### config.mk
export PLATFORM = sky130hd
export DESIGN_NAME = spb_top
export DESIGN_NICKNAME = d
export VERILOG_FILES = /design/src/logic/spb_buf.v /design/src/logic/spb_top.v
export VERILOG_INCLUDE_DIRS = /design/src /design/src/logic
export SDC_FILE = /design/constraint.sdc
export NUM_CORES = 1
export LEC_CHECK = 0
export ABC_CLOCK_PERIOD_IN_PS = 5300
export BUFFER_PORTS_ARGS = -buffer_cell sky130_fd_sc_hd__buf_4
export CAP_MARGIN = 20
export CORE_MARGIN = 10
export CORE_UTILIZATION = 49
export CTS_BUF_LIST = sky130_fd_sc_hd__clkbuf_4
export CTS_CLUSTER_DIAMETER = 40
export CTS_CLUSTER_SIZE = 14
export DETAILED_ROUTE_END_ITERATION = 10
export PLACE_DENSITY_LB_ADDON = 0.2
export SETUP_SLACK_MARGIN = 0.1
export SLEW_MARGIN = 30
export SYNTH_ARGS = -nofsm -noshare
export SYNTH_HDL_FRONTEND = slang
export SYNTH_SLANG_ARGS = --single-unit
### constraint.sdc
create_clock -name clk -period 5.3 [get_ports clk]
set_input_delay 0.795 -clock clk [delete_from_list [all_inputs] [get_ports clk]]
set_output_delay 0.795 -clock clk [all_outputs]
set_load 0.02 [all_outputs]
### src/logic/spb_map.vh
// constants for the system bus parity, arbitration and host pin block
`ifndef SPB_MAP_VH
`define SPB_MAP_VH

// data bus shape
`define SPB_DATA_W 64
`define SPB_LANES 8
`define SPB_LANE_W 8
`define SPB_LANE_IDX_W 3

// pins that turn into host port pins when the host port is on
`define SPB_SHARED_LO 32
// pins used only in full-width bus mode
`define SPB_TOP_LO 61
`define SPB_TOP_HI 63

// beats per tenure
`define SPB_BEATS_SINGLE 3'h1
`define SPB_BEATS_BURST 3'h4
`define SPB_BEAT_CNT_W 3

// reset values and the lane mask for host mode
`define SPB_ALL_RELEASED_DATA 64'hffffffffffffffff
`define SPB_ALL_RELEASED_PAR 8'hff
`define SPB_ZERO_DATA 64'h0000000000000000
`define SPB_ZERO_PAR 8'h00
`define SPB_LOW_LANES_ON 8'hf0
`define SPB_BEAT_ZERO 3'h0

`endif

### src/logic/spb_buf.v
// two-entry buffer with valid and ready on both sides
`timescale 1ns/1ns
`include "spb_map.vh"

module spb_buf
(
	// clock and reset
	input wire clk,
	input wire rst_n,
	// filling side
	input wire in_valid,
	input wire [`SPB_DATA_W-1:0] in_data,
	output reg in_ready,
	// draining side
	output wire out_valid,
	output wire [`SPB_DATA_W-1:0] out_data,
	input wire out_ready
);

reg [`SPB_DATA_W-1:0] mem [0:1];
reg wr_ptr;
reg rd_ptr;
reg [1:0] count;
wire push;
wire pop;
reg [1:0] next_count;

assign push = in_valid & in_ready;
assign pop = out_valid & out_ready;
assign out_valid = (count != 2'h0);
assign out_data = mem[rd_ptr];

always @*
begin
	next_count = count;
	if (push & ~pop)
		next_count = count + 2'h1;
	else if (pop & ~push)
		next_count = count - 2'h1;
end

always @(posedge clk or negedge rst_n)
begin
	if (!rst_n)
	begin
		wr_ptr <= 1'b0;
		rd_ptr <= 1'b0;
		count <= 2'h0;
		in_ready <= 1'b0;
	end
	else
	begin
		if (push)
			wr_ptr <= ~wr_ptr;
		if (pop)
			rd_ptr <= ~rd_ptr;
		count <= next_count;
		// registered ready: full means no room next cycle
		in_ready <= (next_count != 2'h2);
	end
end

// storage has no reset; contents are qualified by count
always @(posedge clk)
begin
	if (push)
		mem[wr_ptr] <= in_data;
end

endmodule

### src/logic/spb_top.v
// system bus data, parity, arbiter grants and shared host port pins
`timescale 1ns/1ns
`include "spb_map.vh"

// What this block does
// - as master in writes device drives data; in reads the slave drives it
// - data pins 61 to 63 used only in full-width mode with host port off
// - the data driver also drives each parity line giving odd ones count
// - parity lines 0 to 3 cover data bits 0-7, 8-15, 16-23, 24-31
// - parity lines 4 to 7 continue lanes, last covers bits 56-63
// - arbiter asserts matching bus grant to hand over the address bus
// - a separate data bus grant per external master gives the data bus
// - transfer ack marks each beat; single ends on one, burst on fourth
// - host port on makes shared upper pins stop being system bus data
// - host port selected when either of its two selects is active
// - width select picks an 8-bit or 16-bit host data path
// - an input picks one combined strobe or separate read and write strobes
// - a polarity input sets host strobes as active high or active low
// - dual request mode drives receive request, programmable polarity and open drain
// - single request mode samples host acknowledge with programmable polarity

module spb_top
(
	// clock and reset
	input wire clk,
	input wire nrst,
	// own transfer commands
	input wire cmd_valid,
	input wire cmd_write,
	input wire cmd_burst,
	output reg cmd_ready,
	// write data stream
	input wire wr_valid,
	input wire [`SPB_DATA_W-1:0] wr_data,
	output wire wr_ready,
	// read data and tenure end
	output reg rd_valid,
	output reg [`SPB_DATA_W-1:0] rd_data,
	output reg [`SPB_LANES-1:0] rd_parity_error,
	output reg tenure_done,
	// bus configuration
	input wire full_width_bus_only_mode,
	input wire host_port_enable,
	// data bus pins, index n is data bit n
	input wire [`SPB_DATA_W-1:0] data_in,
	output reg [`SPB_DATA_W-1:0] data_out,
	output reg [`SPB_DATA_W-1:0] data_oe_n,
	// parity pins, index n is data_parity_lane n
	input wire [`SPB_LANES-1:0] data_parity_in,
	output reg [`SPB_LANES-1:0] data_parity_out,
	output reg [`SPB_LANES-1:0] data_parity_oe_n,
	input wire transfer_ack,
	// arbitration
	input wire ext_master_request_a,
	input wire ext_master_request_b,
	input wire ext_tenure_burst,
	output reg ext_master_grant_a,
	output reg ext_master_grant_b,
	output reg ext_master_data_grant_a,
	output reg ext_master_data_grant_b,
	// host port pins
	input wire host_select_a,
	input wire host_select_b,
	input wire host_width_select,
	input wire host_dual_strobe_select,
	input wire host_strobe_polarity,
	input wire host_data_strobe,
	input wire host_write_strobe,
	input wire host_read_write,
	input wire host_acknowledge,
	// host request programming
	input wire host_dual_request_mode,
	input wire host_request_polarity,
	input wire host_request_open_drain,
	input wire host_ack_polarity,
	input wire host_tx_pending,
	input wire host_rx_pending,
	// host port status and request pins
	output reg host_selected,
	output reg host_width_8,
	output reg host_read_active,
	output reg host_write_active,
	output reg host_ack_seen,
	output reg host_request_out,
	output reg host_request_oe_n,
	output reg host_receive_request_out,
	output reg host_receive_request_oe_n
);

localparam ST_IDLE = 4'b0001;
localparam ST_OWN = 4'b0010;
localparam ST_EXT_ADDR = 4'b0100;
localparam ST_EXT_DATA = 4'b1000;

// odd parity bit for one byte lane
function spb_odd_par;
	input [`SPB_LANE_W-1:0] lane;
	begin
		spb_odd_par = ~(^lane);
	end
endfunction

// pins that carry system data in the present mode
function [`SPB_DATA_W-1:0] spb_data_mask;
	input host_en;
	input full_width;
	integer i;
	begin
		spb_data_mask = `SPB_ALL_RELEASED_DATA;
		for (i = `SPB_SHARED_LO; i < `SPB_DATA_W; i = i + 1)
			if (host_en)
				spb_data_mask[i] = 1'b0;
		for (i = `SPB_TOP_LO; i <= `SPB_TOP_HI; i = i + 1)
			if (host_en || !full_width)
				spb_data_mask[i] = 1'b0;
	end
endfunction

// pin level seen as asserted under a polarity choice, 1 means active high
function spb_active;
	input level;
	input pol;
	begin
		spb_active = pol ? level : ~level;
	end
endfunction

reg rst_meta;
reg rst_n;
reg [3:0] state;
reg [3:0] next_state;
reg own_write;
reg burst;
reg owner_b;
reg drive_valid;
reg [`SPB_BEAT_CNT_W-1:0] beat_cnt;
wire [`SPB_DATA_W-1:0] mask;
wire [`SPB_LANES-1:0] lane_on;
wire [`SPB_BEAT_CNT_W-1:0] beats_needed;
wire last_beat;
wire own_ack;
wire buf_valid;
wire [`SPB_DATA_W-1:0] buf_data;
wire buf_pop;
wire own_start;
wire [`SPB_DATA_W-1:0] rd_masked;
reg [`SPB_LANES-1:0] next_par;
reg [`SPB_LANES-1:0] next_perr;
integer n;

// reset released through two flops
always @(posedge clk or negedge nrst)
begin
	if (!nrst)
	begin
		rst_meta <= 1'b0;
		rst_n <= 1'b0;
	end
	else
	begin
		rst_meta <= 1'b1;
		rst_n <= rst_meta;
	end
end

// shared pins leave the data bus
assign mask = spb_data_mask(host_port_enable, full_width_bus_only_mode);
assign lane_on = host_port_enable ? ~`SPB_LOW_LANES_ON : `SPB_ALL_RELEASED_PAR;

assign beats_needed = burst ? `SPB_BEATS_BURST : `SPB_BEATS_SINGLE;
assign last_beat = (beat_cnt == beats_needed - `SPB_BEATS_SINGLE);
// a write beat counts only once our word is on the pins
assign own_ack = transfer_ack && state == ST_OWN && (!own_write || drive_valid);
assign buf_pop = own_ack && own_write;
// internal master ranks below both external masters
assign own_start = cmd_valid && !cmd_ready && (!cmd_write || buf_valid);
assign rd_masked = data_in & mask;

spb_buf u_buf
(
	.clk(clk),
	.rst_n(rst_n),
	.in_valid(wr_valid),
	.in_data(wr_data),
	.in_ready(wr_ready),
	.out_valid(buf_valid),
	.out_data(buf_data),
	.out_ready(buf_pop)
);

always @*
begin
	next_state = state;
	case (state)
		ST_IDLE:
		begin
			if (ext_master_request_a || ext_master_request_b)
				next_state = ST_EXT_ADDR;
			else if (own_start)
				next_state = ST_OWN;
		end
		ST_OWN:
		begin
			if (own_ack && last_beat)
				next_state = ST_IDLE;
		end
		ST_EXT_ADDR:
		begin
			// address tenure ends when the owner drops its request
			if (!(owner_b ? ext_master_request_b : ext_master_request_a))
				next_state = ST_EXT_DATA;
		end
		ST_EXT_DATA:
		begin
			if (transfer_ack && last_beat)
				next_state = ST_IDLE;
		end
		default:
			next_state = ST_IDLE;
	endcase
end

// lane parity of the word about to be driven
always @*
begin
	next_par = `SPB_ZERO_PAR;
	next_perr = `SPB_ZERO_PAR;
	for (n = 0; n < `SPB_LANES; n = n + 1)
	begin
		// lane n is bits 8n to 8n+7
		// same mapping up to lane 7
		next_par[n] = spb_odd_par(buf_data[n*`SPB_LANE_W +: `SPB_LANE_W] & mask[n*`SPB_LANE_W +: `SPB_LANE_W]);
		// group of byte and its parity must hold odd ones
		next_perr[n] = lane_on[n] & ~(^{data_parity_in[n], rd_masked[n*`SPB_LANE_W +: `SPB_LANE_W]});
	end
end

always @(posedge clk or negedge rst_n)
begin
	if (!rst_n)
	begin
		state <= ST_IDLE;
		own_write <= 1'b0;
		burst <= 1'b0;
		owner_b <= 1'b0;
		drive_valid <= 1'b0;
		beat_cnt <= `SPB_BEAT_ZERO;
		cmd_ready <= 1'b0;
		tenure_done <= 1'b0;
		rd_valid <= 1'b0;
		rd_data <= `SPB_ZERO_DATA;
		rd_parity_error <= `SPB_ZERO_PAR;
		data_out <= `SPB_ZERO_DATA;
		data_oe_n <= `SPB_ALL_RELEASED_DATA;
		data_parity_out <= `SPB_ZERO_PAR;
		data_parity_oe_n <= `SPB_ALL_RELEASED_PAR;
		ext_master_grant_a <= 1'b0;
		ext_master_grant_b <= 1'b0;
		ext_master_data_grant_a <= 1'b0;
		ext_master_data_grant_b <= 1'b0;
	end
	else
	begin
		state <= next_state;
		cmd_ready <= 1'b0;
		tenure_done <= 1'b0;
		rd_valid <= 1'b0;
		if (state == ST_IDLE)
		begin
			beat_cnt <= `SPB_BEAT_ZERO;
			if (ext_master_request_a || ext_master_request_b)
			begin
				owner_b <= !ext_master_request_a;
				burst <= ext_tenure_burst;
			end
			else if (own_start)
			begin
				own_write <= cmd_write;
				burst <= cmd_burst;
				cmd_ready <= 1'b1;
			end
		end
		if (own_ack || (state == ST_EXT_DATA && transfer_ack))
		begin
			beat_cnt <= beat_cnt + `SPB_BEATS_SINGLE;
			tenure_done <= last_beat;
		end
		// we drive only as master of a write
		if (state == ST_OWN && own_write && !drive_valid && buf_valid)
		begin
			drive_valid <= 1'b1;
			data_out <= buf_data & mask;
			data_oe_n <= ~mask;
			// parity driven by whoever drives the data
			data_parity_out <= next_par;
			data_parity_oe_n <= ~lane_on;
		end
		else if (own_ack && own_write)
		begin
			// release after each beat; next word reloads a cycle later
			drive_valid <= 1'b0;
			data_oe_n <= `SPB_ALL_RELEASED_DATA;
			data_parity_oe_n <= `SPB_ALL_RELEASED_PAR;
		end
		// in our reads the slave drives, we sample on ack
		if (own_ack && !own_write)
		begin
			rd_valid <= 1'b1;
			rd_data <= rd_masked;
			rd_parity_error <= next_perr;
		end
		// address grant to the chosen master
		// grants decoded from one owner, never two
		ext_master_grant_a <= next_state == ST_EXT_ADDR && !(state == ST_IDLE ? !ext_master_request_a : owner_b);
		ext_master_grant_b <= next_state == ST_EXT_ADDR && (state == ST_IDLE ? !ext_master_request_a : owner_b);
		// data grant apart from the address grant
		ext_master_data_grant_a <= next_state == ST_EXT_DATA && !owner_b;
		ext_master_data_grant_b <= next_state == ST_EXT_DATA && owner_b;
	end
end

// host port pins; every output is zero or released while the port is off
always @(posedge clk or negedge rst_n)
begin
	if (!rst_n)
	begin
		host_selected <= 1'b0;
		host_width_8 <= 1'b0;
		host_read_active <= 1'b0;
		host_write_active <= 1'b0;
		host_ack_seen <= 1'b0;
		host_request_out <= 1'b0;
		host_request_oe_n <= 1'b1;
		host_receive_request_out <= 1'b0;
		host_receive_request_oe_n <= 1'b1;
	end
	else
	begin
		// select is the or of both
		host_selected <= host_port_enable & (host_select_a | host_select_b);
		host_width_8 <= host_port_enable & host_width_select;
		// one strobe plus direction, or two strobes
		// strobes seen through the polarity input
		if (host_dual_strobe_select)
		begin
			host_read_active <= host_port_enable & spb_active(host_data_strobe, host_strobe_polarity);
			host_write_active <= host_port_enable & spb_active(host_write_strobe, host_strobe_polarity);
		end
		else
		begin
			host_read_active <= host_port_enable & host_read_write &
				spb_active(host_data_strobe, host_strobe_polarity);
			host_write_active <= host_port_enable & ~host_read_write &
				spb_active(host_data_strobe, host_strobe_polarity);
		end
		// acknowledge only in single request mode
		host_ack_seen <= host_port_enable & ~host_dual_request_mode &
			spb_active(host_acknowledge, host_ack_polarity);
		// single mode: request pin carries any pending work; dual: transmit only
		host_request_out <= host_request_open_drain ? 1'b0 :
			~spb_active(~(host_dual_request_mode ? host_tx_pending : (host_tx_pending | host_rx_pending)),
			host_request_polarity);
		host_request_oe_n <= ~host_port_enable | (host_request_open_drain &
			~spb_active(~(host_dual_request_mode ? host_tx_pending : (host_tx_pending | host_rx_pending)),
			host_request_polarity));
		// receive request, driven or open drain
		host_receive_request_out <= host_request_open_drain ? 1'b0 :
			~spb_active(~host_rx_pending, host_request_polarity);
		// open drain pulls low only; the pin is released in single mode
		host_receive_request_oe_n <= ~host_port_enable | ~host_dual_request_mode |
			(host_request_open_drain & ~spb_active(~host_rx_pending, host_request_polarity));
	end
end

endmodule

# After elaboration in Yosys (flattened, before gate mapping)
# Memories as Yosys holds them, arrays and structs flattened.
# Index checks and enable logic that the tools add are counted.
dict set report word_totals {
  mem_count 1
  mem_bits_rw 128
  out_inout_bits 233
  reg_bits 250
}
dict set report op_classes {
  muxes 41
  n_addsub 4
  n_reduce_logical 52
  n_eq_ne 8
  bitwise_logic 68
}
# memory depth word_bits rd rd_clocked_by_memory_dff write_ports line_no
set memory_table {}
lappend memory_table {u_buf.mem 2 64 1 0 1 spb_buf.v:20} ;# reg [`SPB_DATA_W-1:0] mem [0:1];
# op count
set ops {}
lappend ops {{bitwise AND 64 bit} 2}
lappend ops {{two-way mux 64 bit} 2}
lappend ops {{XOR reduction 9 bit} 8}
lappend ops {{NOT 64 bit} 1}
lappend ops {{XOR reduction 8 bit} 8}
lappend ops {{bitwise AND 8 bit} 4}
lappend ops {{NOT 1 bit} 31}
lappend ops {{two-way mux 1 bit} 25}
lappend ops {{bitwise AND 1 bit} 24}
lappend ops {{two-way mux 8 bit} 3}
lappend ops {{two-way mux 4 bit} 5}
lappend ops {{logical AND 1 bit} 16}
lappend ops {{one-hot mux 4 bit (4 select lines)} 1}
lappend ops {{two-way mux 3 bit} 3}
lappend ops {{== test 4 x 3 -> 1 bit, second input constant} 2}
lappend ops {{== test 4 bit, second input constant} 2}
lappend ops {{zero test 1 bit} 8}
lappend ops {{NOT 8 bit} 1}
lappend ops {{nonzero test 2 bit} 4}
lappend ops {{logical OR 1 bit} 5}
lappend ops {{OR 1 bit} 5}
lappend ops {{== test 4 x 1 -> 1 bit, second input constant} 1}
lappend ops {{== test 4 x 2 -> 1 bit, second input constant} 1}
lappend ops {{two-way mux 2 bit} 2}
lappend ops {{other kinds (8)} 9}

# Depth between registers and ports, before layout
dict set report logic_depth {
  word_depth 9
  mapped_depth 10
}

# By module
# A second synthesis with hierarchy kept.
dict set report unflattened {
  cells_unflattened 1069
  hier_area_um2 13492.9
}
# module area_per_inst_um2 cells_per_inst n_inst seq_area_each_um2
set by_module_without_submodules {}
lappend by_module_without_submodules {spb_top 8602.0 847 1 4411.7}
lappend by_module_without_submodules {spb_buf 4890.9 222 1 3968.8}

# Least setup slack after synthesis
# Ideal clock, no wire load.
dict set report synth_timing {
  path_kind {input-to-reg}
  startpoint {in wr_valid}
  endpoint {mem u_buf.mem[0][0] (netlist bit), enable pin}
  t_arrival_ps 3624
  n_path_buf 0
  cell_stages 2
  path_slack_ps 1190
  path_cell_list {nand2_1 > nor2_1}
}
dict set report synth_via {
  elab_chain_cells 3
}
# item line_no
set synth_lines {}
lappend synth_lines {{start, declared} spb_top.v:33} ;# input wire wr_valid,
lappend synth_lines {{bitwise AND 1 bit} spb_buf.v:28} ;# assign push = in_valid & in_ready;
lappend synth_lines {{two-way mux 1 bit} spb_buf.v:66} ;# if (push)
lappend synth_lines {{two-way mux 1 bit (not written as such)} spb_buf.v:67} ;# mem[wr_ptr] <= in_data;
lappend synth_lines {{end, declared} spb_buf.v:20}
# No other way between the ends.

# Final worst setup path
dict set report layout_timing {
  startpoint {reg state[0]}
  endpoint {reg data_out[6]}
}
dict set report layout_via {
  elab_chain_cells 4
}
# item line_no
set layout_lines {}
lappend layout_lines {{start, declared} spb_top.v:130} ;# reg [3:0] state;
lappend layout_lines {{start signal, assigned} spb_top.v:264} ;# state <= next_state;
lappend layout_lines {{== test 4 x 2 -> 1 bit} spb_top.v:289} ;# if (state == ST_OWN && own_write && !drive_valid && buf_valid)
lappend layout_lines {{logical AND 1 bit (3 in a row)} spb_top.v:289}
lappend layout_lines {{end signal, assigned} spb_top.v:253} ;# data_out <= `SPB_ZERO_DATA;
lappend layout_lines {{end signal, assigned} spb_top.v:292} ;# data_out <= buf_data & mask;
lappend layout_lines {{end, declared} spb_top.v:46} ;# output reg [`SPB_DATA_W-1:0] data_out,
# No other way between the ends.
# A chain may end at the register's enable or synchronous reset.

==> flow_summary_export.csv <==
group,metric,value,unit
clock_tree,htree_levels,2,
sta,fin_ws,2480,ps
min_path,hold_path_class,"in -> reg",
clock_tree,clock-sinks,309,
synth,synth_ff_type,"dfrtp_1",
setup_path,arrival,3330,ps
placement,gp_congestion,0.878,
job,maxCapViolations,0,
sta,period_share,53.3,%
final_layout,fillers,2240,
floorplanning,dieArea,35800,um^2
synth,synth_cells,1082,
clock_tree,numCtsBuffers,42,
synth,syn-num-nets,1247,
clock_tree,cts_setup_buffers,0,
setup_path,cp.buffers_inverters,1,
synth,ys_seq_area_share,59.8,%
grt,met1_usage,22.0,%
drt,vias,8952,
sta,max_slew_margin,36.6,%
setup_path,cp-end-kind,"flop",
placement,port_buffers,395,
sta,setup_violations,0,
setup_path,crit_family,"simple AND/OR/NAND/NOR gates",
setup_path,cp_slowest_stage_delay,760,ps
grt,grt_max_degree,89,
final_layout,multiInputGateArea,4820,um^2
drt,detail_route.wl_per_cell,19.2,um
clock_tree,clk_latency,670,ps
power_and_ir_drop,p_leak,7.74,nW
sta,clock-skew-final,47.6,ps
floorplanning,start_util,50.1,%
floorplanning,die_w,189,um
floorplanning,num_rows,61,
power_and_ir_drop,p_total,0.00825,W
sta,fin_crit,2820,ps
synth,syn_avg_cell_area,13.0,um^2
synth,synth_edf_count,128,
power_and_ir_drop,max-vdd-ir-drop,0.000248,V
drt,first_pass_iters,4,
synth,ys_warn_count,0,
grt,grt.total_usage,18.7,%
grt,grt-ovfl-total,0,
synth,async_flop_share,58.6,%
sta,rsz0062_at_grt,"false",
final_layout,nets,1576,
grt,grt_busiest_layer,"met2",
synth,synth_cell_type_count,53,
final_layout,regArea,8390,um^2
grt,first_global_vias,9403,
setup_path,path_max_fanout,88,
drt,drc,0,
grt,met2_usage,32.9,%
power_and_ir_drop,power_density,473,nW/um^2
drt,drt-initial-drc-count,499,
drt,vias_per_cell,4.91,
grt,use_met3,5.81,%
final_layout,syn_to_final_growth,24.3,%
synth,netlist_area,14000,um^2
floorplanning,core,28000,um^2
floorplanning,io_pins,396,
sta,clock.fmax,0.354,GHz
setup_path,crit_path_start_kind,"flop",
setup_path,crit_chain,"or4b_1 > or3_4 > buf_4 > o21ai_0",
sta,finalSetupTns,0,ps
clock_tree,clk_path_buf_depth,3,
drt,routed_wl,35000,um
run_status,status,"finished clean",
sta,slew_viol_final,0,
setup_path,critPathSlowestCell,"buf_4",
sta,worst_slew_pin_slew,951,ps
placement,place_ws,2410,ps
grt,grt_pass1_wl,53100,um
placement,place_hpwl,26200,um
clock_tree,cts_tree,"done",
clock_tree,path_clk_slew,130,ps
floorplanning,die_height,189,um
setup_path,crit_type,"reg -> reg",
final_layout,final_layout_size_suffix_gt1_share,39.4,%
setup_path,cp.required,5810,ps
grt,antenna_found_initial,2,
drt,postRouteAntennaNets,0,
clock_tree,root_buffer,"clkbuf_4",
sta,hold_viol,0,
synth,yosys_register_bits,309,
worst reg2reg max path: stages, from the launching register on:
cell	delay, ps
dfstp_2	630
or4b_1	320
or3_4	690
buf_4	770
o21ai_0	300
metrics by stage:
step           instances  cell area, um^2  util (%)  hold slack [ps]
2_1_floorplan       1082            14000         -              331
3_3_place_gp        1744            16700      59.8              337
3_5_place_dp        1744            16800      59.8              342
4_1_cts             1823            17400      62.2              205
5_1_grt             1824            17400      62.3              230
6_report            1824            17400      62.3              277
layout make-up:
class | count | share of cell area, %
flip-flops and latches | 309 | 48.1
clock buffers | 50 | 2.15
multi-input cells | 641 | 27.6
well taps | 378 | 2.71
clock inverters | 28 | 1.70
inverters | 13 | 0.280
repair buffers | 404 | 17.4
diodes | 1 | 0.0144
registers in the layout, summed over array words and instances (netlist names), 2 cells and up:
signal / flops
data_oe_n: 3
state: 4
data_parity_out: 8
u_buf.count: 2
data_out: 64
u_buf.mem: 128
rd_data: 64
rd_parity_error: 8
beat_cnt: 3
logic make-up (layout without fill, tap and decap cells):
| logic type | count (synthesis) | after routing | synth area share, % |
|---|---|---|---|
| flops | 309 | 309 | 59.8 |
| simple gates | 207 | 207 | 7.19 |
| xor+xnor | 168 | 168 | 10.8 |
| compound gates | 146 | 146 | 7.35 |
| buf+inv | 132 | 495 | 6.07 |
| mux | 117 | 117 | 8.64 |
| fa+ha+maj | 2 | 2 | 0.178 |
| other cells | 1 | 2 | 0.0267 |
per-layer routing:
layer	up-vias	part of all wire [%]
met2	290	51
met3	42	8.6
met4	2	1.3
met1	4265	39
li1	4353	-
met5	-	0.031
final timing paths:
check | startpoint | endpoint | slack (ps) | depth (start not counted)
max | state[0] | data_out[6] | 2480 | 4
min | host_request_open_drain | host_request_out | 280 | 2
max reg2reg | state[0] | data_out[6] | 2480 | 4
min reg2reg | rst_n | data_out[42] | 350 | 0
max in group asynchronous | rst_n | u_buf.rd_ptr | 3530 | 1
min in group asynchronous | rst_n | data_out[42] | 350 | 0
synthesized netlist by cell type, types with 2 or more instances:
cell	instances	share of area [%]
dfrtp_1	175	31
nand3_1	6	0.21
xnor3_1	2	0.32
ha_1	2	0.18
a22oi_1	2	0.11
or3_1	3	0.13
nor3_1	8	0.29
buf_1	2	0.054
mux2_2	33	2.6
nand2_2	9	0.40
o22ai_1	3	0.13
buf_6	11	0.88
and3_1	4	0.18
mux2i_1	84	6.0
o31ai_2	32	2.9
and2_1	2	0.089
nand3b_1	2	0.11
nand2_1	106	2.8
nor2_1	19	0.51
buf_2	8	0.29
o21ai_0	77	2.7
inv_1	13	0.35
a22o_1	4	0.25
nand2b_1	33	1.5
o21ai_1	3	0.11
a21oi_1	13	0.46
xnor2_1	127	7.9
dfstp_2	6	1.1
or4_1	2	0.11
edfxtp_1	128	27
xor2_1	38	2.4
clkbuf_1	28	0.75
o211ai_1	3	0.16
buf_4	70	3.7
nor2b_1	6	0.27
layout by cell type (no fill, tap or decap), types with 3 or more instances in the layout:
cell          n
a21oi_1      13
a22o_1        4
and3_1        3
buf_4       403
bufinv_16     4
clkbuf_4     50
clkinv_2      5
clkinv_4      4
clkinvlp_4    8
dfrtp_1     173
dfstp_2       6
edfxtp_1    128
inv_1        13
inv_6         6
mux2_2       33
mux2i_1      84
nand2_1     106
nand2_2       9
nand2b_1     33
nand3_1       6
nor2_1       18
nor2b_1       6
nor3_1        7
o211ai_1      3
o21ai_0      77
o21ai_1       3
o22ai_1       3
o31ai_2      32
xnor2_1     127
xor2_1       38
where the power goes:
| part | total (W) | internal, W | switching (W) |
|---|---|---|---|
| Clock | 0.00159 | 0.000694 | 0.000894 |
| Sequential | 0.00354 | 0.00307 | 0.000469 |
| Combinational | 0.00312 | 0.00145 | 0.00167 |
| Total | 0.00825 | 0.00522 | 0.00303 |
timing repair:
action	in CTS	in global routing
endpoints found under the setup margin	0	0
endpoints found under the hold margin	2	0
hold buffers	1	0
resized for setup	0	0
Power figures use the tool's default switching activity.
